--- config.mk ---
export PLATFORM = sky130hd
export DESIGN_NAME = spo_pulse_out
export DESIGN_NICKNAME = d
export VERILOG_FILES = /design/src/design/spo_pkg.sv /design/src/design/spo_pulse_out.sv
export SDC_FILE = /design/constraint.sdc
export NUM_CORES = 1
export LEC_CHECK = 0
export ABC_AREA = 1
export BUFFER_PORTS_ARGS = -buffer_cell sky130_fd_sc_hd__buf_4
export CORE_ASPECT_RATIO = 0.6
export CORE_UTILIZATION = 60
export DETAILED_ROUTE_END_ITERATION = 7
export PLACE_DENSITY = 0.8
export SYNTH_ARGS = -nofsm -noshare
export SYNTH_HDL_FRONTEND = slang
export SYNTH_SLANG_ARGS = --single-unit
--- constraint.sdc ---
create_clock -name CLK -period 4.45 [get_ports CLK]
set_input_delay 0.445 -clock CLK [delete_from_list [all_inputs] [get_ports CLK]]
set_output_delay 0.445 -clock CLK [all_outputs]
set_load 0.005 [all_outputs]
--- src/design/spo_pkg.sv ---
package spo_pkg;

  // Register byte addresses on the AXI4-Lite slave
  localparam int AXI_AW = 8;
  localparam logic [7:0] REG_CTRL = 8'h00;
  localparam logic [7:0] REG_RATE = 8'h04;
  localparam logic [7:0] REG_TARGET = 8'h08;
  localparam logic [7:0] REG_STATUS = 8'h0C;
  localparam logic [7:0] REG_COUNT = 8'h10;
  localparam logic [7:0] REG_ISTAT = 8'h14;
  localparam logic [7:0] REG_IMASK = 8'h18;

  // Control register fields
  localparam int CTRL_W = 4;
  localparam int CTRL_MODE = 0;
  localparam int CTRL_UP_ASG = 1;
  localparam int CTRL_DN_ASG = 2;
  localparam int CTRL_WIDE = 3;
  localparam logic [CTRL_W-1:0] CTRL_RESET = 4'h6;

  // Status register fields
  localparam int SB_SENDING = 0;
  localparam int SB_DONE = 1;
  localparam int SB_ERR = 2;
  localparam int SB_HEADING = 3;

  // Interrupt status and mask fields
  localparam int IRQ_W = 2;
  localparam int IRQ_DONE = 0;
  localparam int IRQ_ERR = 1;

  // Legal operand ranges and reset values
  localparam logic [15:0] RATE_RESET = 16'h0064;
  localparam logic [15:0] RATE_MIN = 16'h0008;
  localparam logic [15:0] RATE_MAX = 16'h07D0;
  localparam logic [31:0] TGT_MAX_NARROW = 32'h0000_7FFF;
  localparam logic [31:0] TGT_MAX_WIDE = 32'h7FFF_FFFF;

  // AXI responses
  localparam logic [1:0] RESP_OKAY = 2'h0;
  localparam logic [1:0] RESP_SLVERR = 2'h2;

  // Reference timebase: the system clock itself
  localparam int unsigned CLK_PERIOD_NS = 10;
  localparam int unsigned NS_PER_S = 1_000_000_000;
  localparam int unsigned REF_HZ = NS_PER_S / CLK_PERIOD_NS;

  typedef enum logic [3:0] {
    ST_IDLE = 4'h1,
    ST_RUN = 4'h2,
    ST_DONE = 4'h4,
    ST_FAULT = 4'h8
  } spo_state_e;

  typedef struct packed {
    logic [2:0] en_s;
    logic [2:0] pau_s;
    logic [2:0] ud_s;
    logic en_f;
    logic pau_f;
    logic ud_f;
    logic en_prev;
    spo_state_e st;
    logic dir;
    logic level;
    logic [31:0] acc;
    logic [31:0] count;
    logic sending;
    logic done;
    logic err;
    logic up_o;
    logic dn_o;
    logic step_o;
    logic head_o;
    logic [CTRL_W-1:0] ctrl;
    logic [15:0] rate;
    logic [31:0] target;
    logic [IRQ_W-1:0] istat;
    logic [IRQ_W-1:0] imask;
    logic irq;
    logic aw_rdy;
    logic aw_have;
    logic [AXI_AW-1:0] awaddr;
    logic w_rdy;
    logic w_have;
    logic [31:0] wdata;
    logic [3:0] wstrb;
    logic bvalid;
    logic [1:0] bresp;
    logic ar_rdy;
    logic rvalid;
    logic [31:0] rdata;
    logic [1:0] rresp;
  } spo_regs_s;

  localparam spo_regs_s SPO_RESET = '{
    st: ST_IDLE,
    ctrl: CTRL_RESET,
    rate: RATE_RESET,
    default: '0
  };

endpackage : spo_pkg

--- src/design/spo_pulse_out.sv ---
// Implementation choices: register access over AXI4-Lite and the register offsets.
`timescale 1ns/1ps

// Overview of operation
// - A rising edge of the enable input restarts the block, clearing done and the count; sending then rises unless paused or faulted.
// - At that restart the rate and target are taken up and the direction input is sampled.
// - After restart nothing happens while paused, else 50% duty pulses go to up or down output.
// - Each pulse sent adds one to the emitted count, unless the target is zero.
// - Sending stops once the count reaches or passes the target, and done is then set.
// - The sending flag is high exactly while pulses are being transmitted.
// - Enable falling mid-run stops pulses, output low, and clears sending; all else is kept.
// - Pause holds output low and sending clear, keeps all state, then resumes where it left.
// - Rate and target are followed live while the run is not finished.
// - Direction is sampled only at restart and later changes of its input are ignored.
// - With only one of the up or down outputs assigned, every pulse goes to that one.
// - In mode one pulses appear on the step output and heading shows 1 for up, 0 for down.
// - Targets of 0 to 32767 (narrow) or 0 to 2147483647 (wide) are accepted.
// - A target of zero runs endlessly with count and done held at zero.
// - Rates of 8 to 2000 are accepted.
// - A target or rate out of range keeps the block from running and raises the error flag.
module spo_pulse_out
  import spo_pkg::*;
#(
  parameter int unsigned REF_CLK_HZ = REF_HZ
) (
  input wire logic CLK,
  input wire logic RESETN,
  input wire logic EN_IN,
  input wire logic PAUSE_IN,
  input wire logic UPDOWN_IN,
  output logic UP_PULSE_OUT,
  output logic DOWN_PULSE_OUT,
  output logic STEP_OUT,
  output logic HEADING_OUT,
  output logic SENDING_OUT,
  output logic DONE_FLAG,
  output logic ERROR_FLAG,
  output logic IRQ,
  input wire logic [AXI_AW-1:0] S_AXI_AWADDR,
  input wire logic [2:0] S_AXI_AWPROT,
  input wire logic S_AXI_AWVALID,
  output logic S_AXI_AWREADY,
  input wire logic [31:0] S_AXI_WDATA,
  input wire logic [3:0] S_AXI_WSTRB,
  input wire logic S_AXI_WVALID,
  output logic S_AXI_WREADY,
  output logic [1:0] S_AXI_BRESP,
  output logic S_AXI_BVALID,
  input wire logic S_AXI_BREADY,
  input wire logic [AXI_AW-1:0] S_AXI_ARADDR,
  input wire logic [2:0] S_AXI_ARPROT,
  input wire logic S_AXI_ARVALID,
  output logic S_AXI_ARREADY,
  output logic [31:0] S_AXI_RDATA,
  output logic [1:0] S_AXI_RRESP,
  output logic S_AXI_RVALID,
  input wire logic S_AXI_RREADY
);

  // Accumulator adds twice the rate; the reference must outrun that and fit 31 bits
  if (REF_CLK_HZ < 2 * RATE_MAX || REF_CLK_HZ > 32'h7FFF_FFFF) begin : g_bad_ref
    $error("REF_CLK_HZ out of the range the rate accumulator serves");
  end

  localparam logic [31:0] REF_STEP = 32'(REF_CLK_HZ);

  spo_regs_s r_q;
  spo_regs_s r_d;
  logic start;
  logic rate_ok;
  logic tgt_ok;
  logic run_vis;
  logic lvl;
  logic eff_up;
  logic [31:0] acc_sum;
  logic [IRQ_W-1:0] irq_set;
  logic [IRQ_W-1:0] irq_clr;

  // Merge write data into a register under the byte strobes
  function automatic logic [31:0] strb_merge(input logic [31:0] old, input logic [31:0] data,
                                             input logic [3:0] strb);
    logic [31:0] res;
    res = old;
    for (int i = 0; i < 4; i++) begin
      if (strb[i]) begin
        res[i*8 +: 8] = data[i*8 +: 8];
      end
    end
    return res;
  endfunction : strb_merge

  // Read mux; unmapped addresses answer zero
  function automatic logic [31:0] read_reg(input spo_regs_s s, input logic [AXI_AW-1:0] a);
    logic [31:0] v;
    v = '0;
    case (a)
      REG_CTRL: v[CTRL_W-1:0] = s.ctrl;
      REG_RATE: v[15:0] = s.rate;
      REG_TARGET: v = s.target;
      REG_STATUS: begin
        v[SB_SENDING] = s.sending;
        v[SB_DONE] = s.done;
        v[SB_ERR] = s.err;
        v[SB_HEADING] = s.dir;
      end
      REG_COUNT: v = s.count;
      REG_ISTAT: v[IRQ_W-1:0] = s.istat;
      REG_IMASK: v[IRQ_W-1:0] = s.imask;
      default: v = '0;
    endcase
    return v;
  endfunction : read_reg

  function automatic logic addr_mapped(input logic [AXI_AW-1:0] a);
    return a == REG_CTRL || a == REG_RATE || a == REG_TARGET || a == REG_STATUS ||
           a == REG_COUNT || a == REG_ISTAT || a == REG_IMASK;
  endfunction : addr_mapped

  // Next-state logic for the whole block
  always_comb begin
    r_d = r_q;
    irq_clr = '0;
    acc_sum = '0;

    // Pins pass three flops; a change counts once the last two agree
    r_d.en_s = {r_q.en_s[1:0], EN_IN};
    r_d.pau_s = {r_q.pau_s[1:0], PAUSE_IN};
    r_d.ud_s = {r_q.ud_s[1:0], UPDOWN_IN};
    if (r_q.en_s[1] == r_q.en_s[2]) begin
      r_d.en_f = r_q.en_s[2];
    end
    if (r_q.pau_s[1] == r_q.pau_s[2]) begin
      r_d.pau_f = r_q.pau_s[2];
    end
    if (r_q.ud_s[1] == r_q.ud_s[2]) begin
      r_d.ud_f = r_q.ud_s[2];
    end
    r_d.en_prev = r_q.en_f;
    start = r_q.en_f & ~r_q.en_prev;

    // Operand range checks, live so that edits mid-run are also policed
    rate_ok = (r_q.rate >= RATE_MIN) && (r_q.rate <= RATE_MAX);
    tgt_ok = r_q.ctrl[CTRL_WIDE] ? (r_q.target <= TGT_MAX_WIDE)
                                 : (r_q.target <= TGT_MAX_NARROW);

    // Pulse sequencer
    case (r_q.st)
      ST_IDLE, ST_DONE, ST_FAULT: begin
        r_d.st = r_q.st;
      end
      ST_RUN: begin
        if (!r_q.en_f) begin
          r_d.st = ST_IDLE;
        end else if (!(rate_ok && tgt_ok)) begin
          r_d.st = ST_FAULT;
          r_d.err = 1'b1;
        end else if (!r_q.pau_f) begin
          // Completion is judged only between pulses so the last one stays whole
          if (!r_q.level && r_q.target != '0 && r_q.count >= r_q.target) begin
            r_d.st = ST_DONE;
            r_d.done = 1'b1;
          end else begin
            // Phase accumulator: two toggles per period at the live rate in hertz
            acc_sum = r_q.acc + {15'h0000, r_q.rate, 1'b0};
            if (acc_sum >= REF_STEP) begin
              r_d.acc = acc_sum - REF_STEP;
              r_d.level = ~r_q.level;
              if (!r_q.level && r_q.target != '0) begin
                r_d.count = r_q.count + 32'h0000_0001;
              end
            end else begin
              r_d.acc = acc_sum;
            end
          end
        end
      end
      default: begin
        r_d.st = ST_IDLE;
      end
    endcase

    // Restart on enable rising: clear, sample direction, check operands
    if (start) begin
      r_d.count = '0;
      r_d.done = 1'b0;
      r_d.level = 1'b0;
      r_d.acc = '0;
      r_d.dir = r_q.ud_f;
      r_d.err = ~(rate_ok && tgt_ok);
      r_d.st = (rate_ok && tgt_ok) ? ST_RUN : ST_FAULT;
    end

    // Pin drive; pause and idle both hold the line low
    run_vis = (r_d.st == ST_RUN) && !r_q.pau_f;
    lvl = run_vis & r_d.level;
    r_d.sending = run_vis;
    case ({r_q.ctrl[CTRL_UP_ASG], r_q.ctrl[CTRL_DN_ASG]})
      2'b10: eff_up = 1'b1;
      2'b01: eff_up = 1'b0;
      default: eff_up = r_d.dir;
    endcase
    r_d.up_o = lvl & ~r_q.ctrl[CTRL_MODE] & eff_up;
    r_d.dn_o = lvl & ~r_q.ctrl[CTRL_MODE] & ~eff_up;
    r_d.step_o = lvl & r_q.ctrl[CTRL_MODE];
    r_d.head_o = r_q.ctrl[CTRL_MODE] & r_d.dir;

    // Write channel: address and data taken in either order
    if (r_q.bvalid && S_AXI_BREADY) begin
      r_d.bvalid = 1'b0;
    end
    if (r_q.aw_rdy && S_AXI_AWVALID) begin
      r_d.aw_have = 1'b1;
      r_d.awaddr = S_AXI_AWADDR;
    end
    if (r_q.w_rdy && S_AXI_WVALID) begin
      r_d.w_have = 1'b1;
      r_d.wdata = S_AXI_WDATA;
      r_d.wstrb = S_AXI_WSTRB;
    end
    if (r_d.aw_have && r_d.w_have && !r_q.bvalid) begin
      r_d.aw_have = 1'b0;
      r_d.w_have = 1'b0;
      r_d.bvalid = 1'b1;
      r_d.bresp = addr_mapped(r_d.awaddr) ? RESP_OKAY : RESP_SLVERR;
      case (r_d.awaddr)
        REG_CTRL: r_d.ctrl = CTRL_W'(strb_merge(32'(r_q.ctrl), r_d.wdata, r_d.wstrb));
        REG_RATE: r_d.rate = 16'(strb_merge(32'(r_q.rate), r_d.wdata, r_d.wstrb));
        REG_TARGET: r_d.target = strb_merge(r_q.target, r_d.wdata, r_d.wstrb);
        REG_ISTAT: irq_clr = IRQ_W'(strb_merge(32'h0000_0000, r_d.wdata, r_d.wstrb));
        REG_IMASK: r_d.imask = IRQ_W'(strb_merge(32'(r_q.imask), r_d.wdata, r_d.wstrb));
        default: r_d.bvalid = 1'b1;
      endcase
    end
    r_d.aw_rdy = ~r_d.aw_have & ~r_d.bvalid;
    r_d.w_rdy = ~r_d.w_have & ~r_d.bvalid;

    // Read channel: one read at a time, answered the cycle after the address
    if (r_q.rvalid && S_AXI_RREADY) begin
      r_d.rvalid = 1'b0;
    end
    if (r_q.ar_rdy && S_AXI_ARVALID) begin
      r_d.rvalid = 1'b1;
      r_d.rdata = read_reg(r_q, S_AXI_ARADDR);
      r_d.rresp = addr_mapped(S_AXI_ARADDR) ? RESP_OKAY : RESP_SLVERR;
    end
    r_d.ar_rdy = ~r_d.rvalid;

    // Sticky events; a new event beats a write-one-to-clear in the same cycle
    irq_set[IRQ_DONE] = r_d.done & ~r_q.done;
    irq_set[IRQ_ERR] = r_d.err & ~r_q.err;
    r_d.istat = (r_q.istat & ~irq_clr) | irq_set;
    r_d.irq = |(r_d.istat & r_d.imask);
  end

  // State register
  always_ff @(posedge CLK) begin
    if (!RESETN) begin
      r_q <= SPO_RESET;
    end else begin
      r_q <= r_d;
    end
  end

  // Every output straight from the state register
  assign UP_PULSE_OUT = r_q.up_o;
  assign DOWN_PULSE_OUT = r_q.dn_o;
  assign STEP_OUT = r_q.step_o;
  assign HEADING_OUT = r_q.head_o;
  assign SENDING_OUT = r_q.sending;
  assign DONE_FLAG = r_q.done;
  assign ERROR_FLAG = r_q.err;
  assign IRQ = r_q.irq;
  assign S_AXI_AWREADY = r_q.aw_rdy;
  assign S_AXI_WREADY = r_q.w_rdy;
  assign S_AXI_BVALID = r_q.bvalid;
  assign S_AXI_BRESP = r_q.bresp;
  assign S_AXI_ARREADY = r_q.ar_rdy;
  assign S_AXI_RVALID = r_q.rvalid;
  assign S_AXI_RDATA = r_q.rdata;
  assign S_AXI_RRESP = r_q.rresp;

  // Restart strobe rebuilt from registered state for the checks
  logic start_q;
  assign start_q = r_q.en_f & ~r_q.en_prev;
endmodule : spo_pulse_out

After elaboration in Yosys (flattened, before gate mapping) --
Cells that the tools add are included.
Word-level totals: output and inout port bits 49, register bits after elaboration 234, word-level logic and storage cells 189
Operators by class: eq/ne operators 22, reductions and logical operators 42, multiplexer cells 45, $lt $le $gt $ge 6, add/sub/neg operators 3, bitwise operators 29
Operators by type and width (count):
- two-way mux 65 bit | 5
- two-way mux 32 bit | 3
- two-way mux 70 bit | 1
- == test 8 x 5 -> 1 bit, second input constant | 6
- two-way mux 37 bit | 1
- case mux 12 bit (3 select lines) | 1
- two-way mux 35 bit | 1
- adder 32 x 1 -> 32 bit, second input constant | 1
- adder 32 x 17 -> 32 bit | 1
- == test 8 x 4 -> 1 bit, second input constant | 4
- >= comparator 32 x 27 -> 1 bit, second input constant | 1
- >= comparator 32 bit | 1
- less-or-equal comparator 32 x 15 -> 1 bit, second input constant | 1
- less-or-equal comparator 32 x 31 -> 1 bit, second input constant | 1
- case mux 16 bit (2 select lines) | 1
- nonzero test 32 bit | 1
- subtractor 32 x 27 -> 32 bit, second input constant | 1
- two-way mux 2 bit | 11
- AND reduction 3 bit | 7
- two-way mux 4 bit | 5
- == test 8 x 3 -> 1 bit, second input constant | 2
- >= comparator 16 x 4 -> 1 bit, second input constant | 1
- less-or-equal comparator 16 x 11 -> 1 bit, second input constant | 1
- logical NOT 8 bit | 2
- other kinds (26) | 87

Longest topological paths before layout --
depth after elaboration 15, gate-level depth with buffers 25, depth with buffers taken out 25

Worst setup path after synthesis --
Ideal clock, no wire load.
path type register -> register, start point register r_q[124] in the netlist's numbering, end point register r_q[177] in the netlist's numbering, arrival 3.020 ns, stages on the path, launching flop included 25, path slack 1.297 ns, buffers on the path 1, setup time 0.132 ns, cells stage by stage dfxtp_1 > ha_1 > inv_1 > fa_1 > inv_1 > nand3_1 > nand2_2 > nand2_1 > nand2_1 > xor2_1 > inv_1 > ha_1 > inv_1 > nor2_1 > nand2_2 > nand3_2 > o21bai_4 > nand3_2 > nand3_4 > nand2_4 > inv_4 > nand3_4 > buf_6 > nand2_1 > a21oi_1
Between the ends: longest elaborated chain between the ends 4, elaborated cells on any way between the ends 7
RTL lines:
- from (decl) | RTL line spo_pulse_out.sv:67 | spo_regs_s r_q;
- from (signal assigned) | RTL line spo_pulse_out.sv:260 | r_q <= r_d;
- branches (longest 3 deep; another with adder 32 x 17 -> 32 bit)
- AND reduction 7 bit (no line) *
Every way passes the cells marked *. A chain may end at the register's enable or synchronous reset.

Worst setup path in the final report --
start point register r_q[124] in the netlist's numbering, end point register r_q[169] in the netlist's numbering
The elaborated chain is that of the path after synthesis.

==> run_results.csv <==
group,metric,value,unit
run_status,status,"completed",
synthesis,synth.most_common_cell,"nand2_1",
synthesis,synth.mux.area_fraction,2.15,%
timing,report.final.slew_viol_count,0,
worst_setup_path,crit_required,4.89,ns
timing,setup_viol,0,
worst_setup_path,worstPathMaxFanout,26,
timing,hold_violations,0,
worst_setup_path,path_depth,23,
worst_setup_path,crit_buf_inv,4,
timing,min_period,4.21,ns
final_layout,drive_gt1_share,12.6,%
detailed_routing,dr.first_iter.drc_count,1634,
clocking,htreeDepth,1,
synthesis,synth-seq-cells,231,
die,die_area,0.0231,sq mm
worst_setup_path,ff2ff_path_depth,23,
synthesis,async_flop_share,0,%
synthesis,yosys.area_share.adder,4.88,%
clocking,clock_sinks,231,
global_route,grt_pass1_wl,65200,microns
detailed_routing,drt_first_pass_iters,6,
synthesis,syn_inst,1992,
timing,finalCritPeriodShare,94.5,%
detailed_routing,num_vias,13612,
die,rows,42,
timing,rsz0062_at_grt,"no",
synthesis,synthSimpleGateAreaFrac,29.4,%
die,die_h,118,microns
timing,slew_headroom,20.9,%
worst_setup_path,cp_cell_sequence,"ha_1, inv_1, fa_1, inv_1, nand3_1, nand2_2, nand2_1, nand2_1, xor2_1, inv_1, ha_1, inv_1, nor2_1, nand2_2, nand3_2, o21bai_4, nand3_2, nand3_4, nand2_4, nor2_2, nand2_1, o21ai_0, nor2_1",
power,fin_total_pwr,4.57,mW
timing,fmax,238,MHz
worst_setup_path,crit_path_end_kind,"flip-flop",
synthesis,ys_types,59,
die,start_util,61.2,%
global_route,track_usage,36.5,%
synthesis,syn-cell-area,0.0135,sq mm
power,ir_drop,0.275,mV
die,io_pins,117,
worst_setup_path,crit_path_top_delay_cell,"fa_1",
die,fp.dieW,196,microns
die,core,0.0220,sq mm
clocking,cts_tree,"done",
place,place_congestion,1.04,
final_layout,finalNetCount,2168,
worst_setup_path,crit_path_start_kind,"flip-flop",
global_route,grt_pass1_vias,11930,
detailed_routing,vias_per_cell,5.79,
final_layout,nFillCells,1917,
timing,tightestPinTransition,1.18,ns
synthesis,yosysTopAreaCell,"dfxtp_1",
timing,finClkSkew,0.0107,ns
clocking,post_cts_buffers,0,
clocking,cts_hold_buffers,0,
final_layout,antenna_cells,0,
clocking,cts_root_buf,"clkbuf_16",
detailed_routing,drc_errors,0,
synthesis,synth_top_flop_cell,"dfxtp_1",
power,leakagePower,6.98,nW
power,p_per_area,304,mW/mm^2
clocking,clk_path_buf_depth,3,
worst_setup_path,arrival,4.65,ns
synthesis,synth-xor-area-share,1.87,%
final_layout,area_growth,11.6,%
detailed_routing,wl_per_cell,18.3,microns
global_route,overflow,0,
worst_setup_path,crit_family,"simple AND/OR/NAND/NOR gates",
timing,tns,0,ns
synthesis,ys_top_cells_by_count,"nand2_1, inv_1, dfxtp_1, nor2_1, a21oi_1",
clocking,numCtsBuffers,23,
worst_hold_path,min_path_type,"in -> reg",
global_route,antenna_found_initial,0,
clocking,clk_pin_slew_worst_paths,0.07,ns
synthesis,synth_compound_area_share,14.6,%
synthesis,synth_area_leaders,"dfxtp_1, nand2_1, inv_1, nor2_1, a21oi_1",
detailed_routing,wl,43000,microns
detailed_routing,detail-route-antenna-nets,0,
synthesis,synth_top_family_by_area,"simple AND/OR/NAND/NOR gates",
synthesis,synth_edf_count,0,
clocking,cts-resized-gates,0,
worst_setup_path,critical-path-max-stage-delay,0.39,ns
worst_setup_path,crit_type,"reg -> reg",
place,io_buffers,108,
worst_setup_path,worst_path_most_repeated_cell,"inv_1",
synthesis,yosysSeqAreaShare,34.3,%
clocking,clk_latency,0.55,ns
place,dp_hpwl,32900,microns
synthesis,yosysTopAreaCellShare,34.3,%
worst_hold_path,whs_path_depth,3,
global_route,grt_max_degree,95,
synthesis,yosys_warnings,0,
synthesis,synth_area_per_cell,6.77,sq um
job,cap_viol_max_count,0,
==> logic make-up after synthesis <==
logic type / after synthesis
other: 1
AO/OA/AOI/OAI: 351
multiplexers: 29
AND/OR/NAND/NOR: 887
flip-flops: 231
adder cells (fa/ha/maj): 52
buffers and inverters: 413
XOR/XNOR: 28
==> power by group <==
part / switching (mW) / internal, mW
Combinational: 0.217 / 0.134
Clock: 0.902 / 1.18
Sequential: 0.0217 / 2.12
Total: 1.14 / 3.43
==> sequential cells by signal (all words and copies together) (netlist names) <==
| register | cells |
|---|---|
| UP_PULSE_OUT | 1 |
| S_AXI_RDATA | 32 |
| S_AXI_BVALID | 1 |
| S_AXI_ARREADY | 1 |
| ERROR_FLAG | 1 |
| DONE_FLAG | 1 |
| S_AXI_RRESP | 1 |
| S_AXI_AWREADY | 1 |
| S_AXI_BRESP | 1 |
| S_AXI_WREADY | 1 |
| r_d | 7 |
| DOWN_PULSE_OUT | 1 |
| SENDING_OUT | 1 |
| IRQ | 1 |
| S_AXI_RVALID | 1 |
| r_q | 177 |
| HEADING_OUT | 1 |
| STEP_OUT | 1 |
==> metal layers <==
metal,track usage [%],vias to the layer above,part of all wire [%]
met3,15.7,54,17
met1,56.5,6218,46
met4,6.05,0,1.4
met5,0,-,0
li1,-,6538,-
met2,45.5,802,36
==> path summary, 6_finish.rpt <==
| check | from | end | slack (ns) |
|---|---|---|---|
| min | PAUSE_IN | r_d[229]$_SDFF_PN0_ | 0.09 |
| min reg2reg | r_d[226]$_SDFF_PN0_ | r_d[227]$_SDFF_PN0_ | 0.42 |
| max reg2reg | r_q[124]$_SDFFE_PN0P_ | r_q[169]$_SDFFE_PP0P_ | 0.24 |
| max | r_q[124]$_SDFFE_PN0P_ | r_q[169]$_SDFFE_PP0P_ | 0.24 |
==> worst reg2reg max path: cells and delay by family, from the launching register on <==
family / cells / cell delay (ns)
and+or+nand+nor: 13 / 1.79
adders and majority gates: 3 / 0.83
AOI/OAI and AO/OA: 2 / 0.47
DFF: 1 / 0.34
buffers and inverters: 4 / 0.34
xor gates and xnor gates: 1 / 0.33
==> cell type report <==
type                            count  area [sq um]  area share [%]
Timing Repair Buffer              122           916            6.09
Inverter                          321          1210            8.02
Tap cell                          286           358            2.38
Sequential cell                   231          4620            30.7
Multi-Input combinational cell   1349          7150            47.5
Clock buffer                       31           666            4.42
Clock inverter                     10           125           0.832
==> through the flow <==
step / utilization (%) / hold WS (ns) / setup WS, ns / cells / instance area [sq um]
global placement: 64.7 / 0.396 / 0.555 / 2309 / 14300
floorplan: - / 0.390 / 1.30 / 1993 / 13500
detailed placement: 64.7 / 0.402 / 0.456 / 2309 / 14300
global route: 68.3 / 0.0988 / 0.0360 / 2350 / 15000
CTS: 68.3 / 0.0784 / 0.427 / 2350 / 15000
finish: 68.3 / 0.0885 / 0.244 / 2350 / 15000
==> layout by cell type, fill, tap and decap left out, types with 3 or more instances in the layout <==
master | netlist | layout
nand2_1 | 422 | 421
inv_1 | 304 | 303
dfxtp_1 | 231 | 231
nor2_1 | 202 | 202
a21oi_1 | 151 | 151
buf_4 | 37 | 122
o21ai_0 | 115 | 115
nand3_1 | 78 | 78
ha_1 | 51 | 51
nand4_1 | 48 | 48
nor3_1 | 31 | 31
or2_2 | 31 | 31
mux2i_1 | 29 | 29
xor2_1 | 24 | 24
clkbuf_16 | 0 | 23
o221ai_1 | 22 | 22
nand2_2 | 17 | 18
nor4_1 | 18 | 18
inv_2 | 13 | 14
o21ai_1 | 13 | 13
nor2_2 | 12 | 12
o211ai_1 | 9 | 9
o22ai_1 | 9 | 9
a31oi_1 | 8 | 8
nand3b_1 | 7 | 7
nor2_4 | 6 | 6
clkbuf_8 | 0 | 6
clkinv_2 | 0 | 4
clkinv_1 | 3 | 3
nand3_2 | 3 | 3
xnor2_1 | 3 | 3
a21boi_0 | 3 | 3
Note: power is estimated with default switching activity, not from simulation.
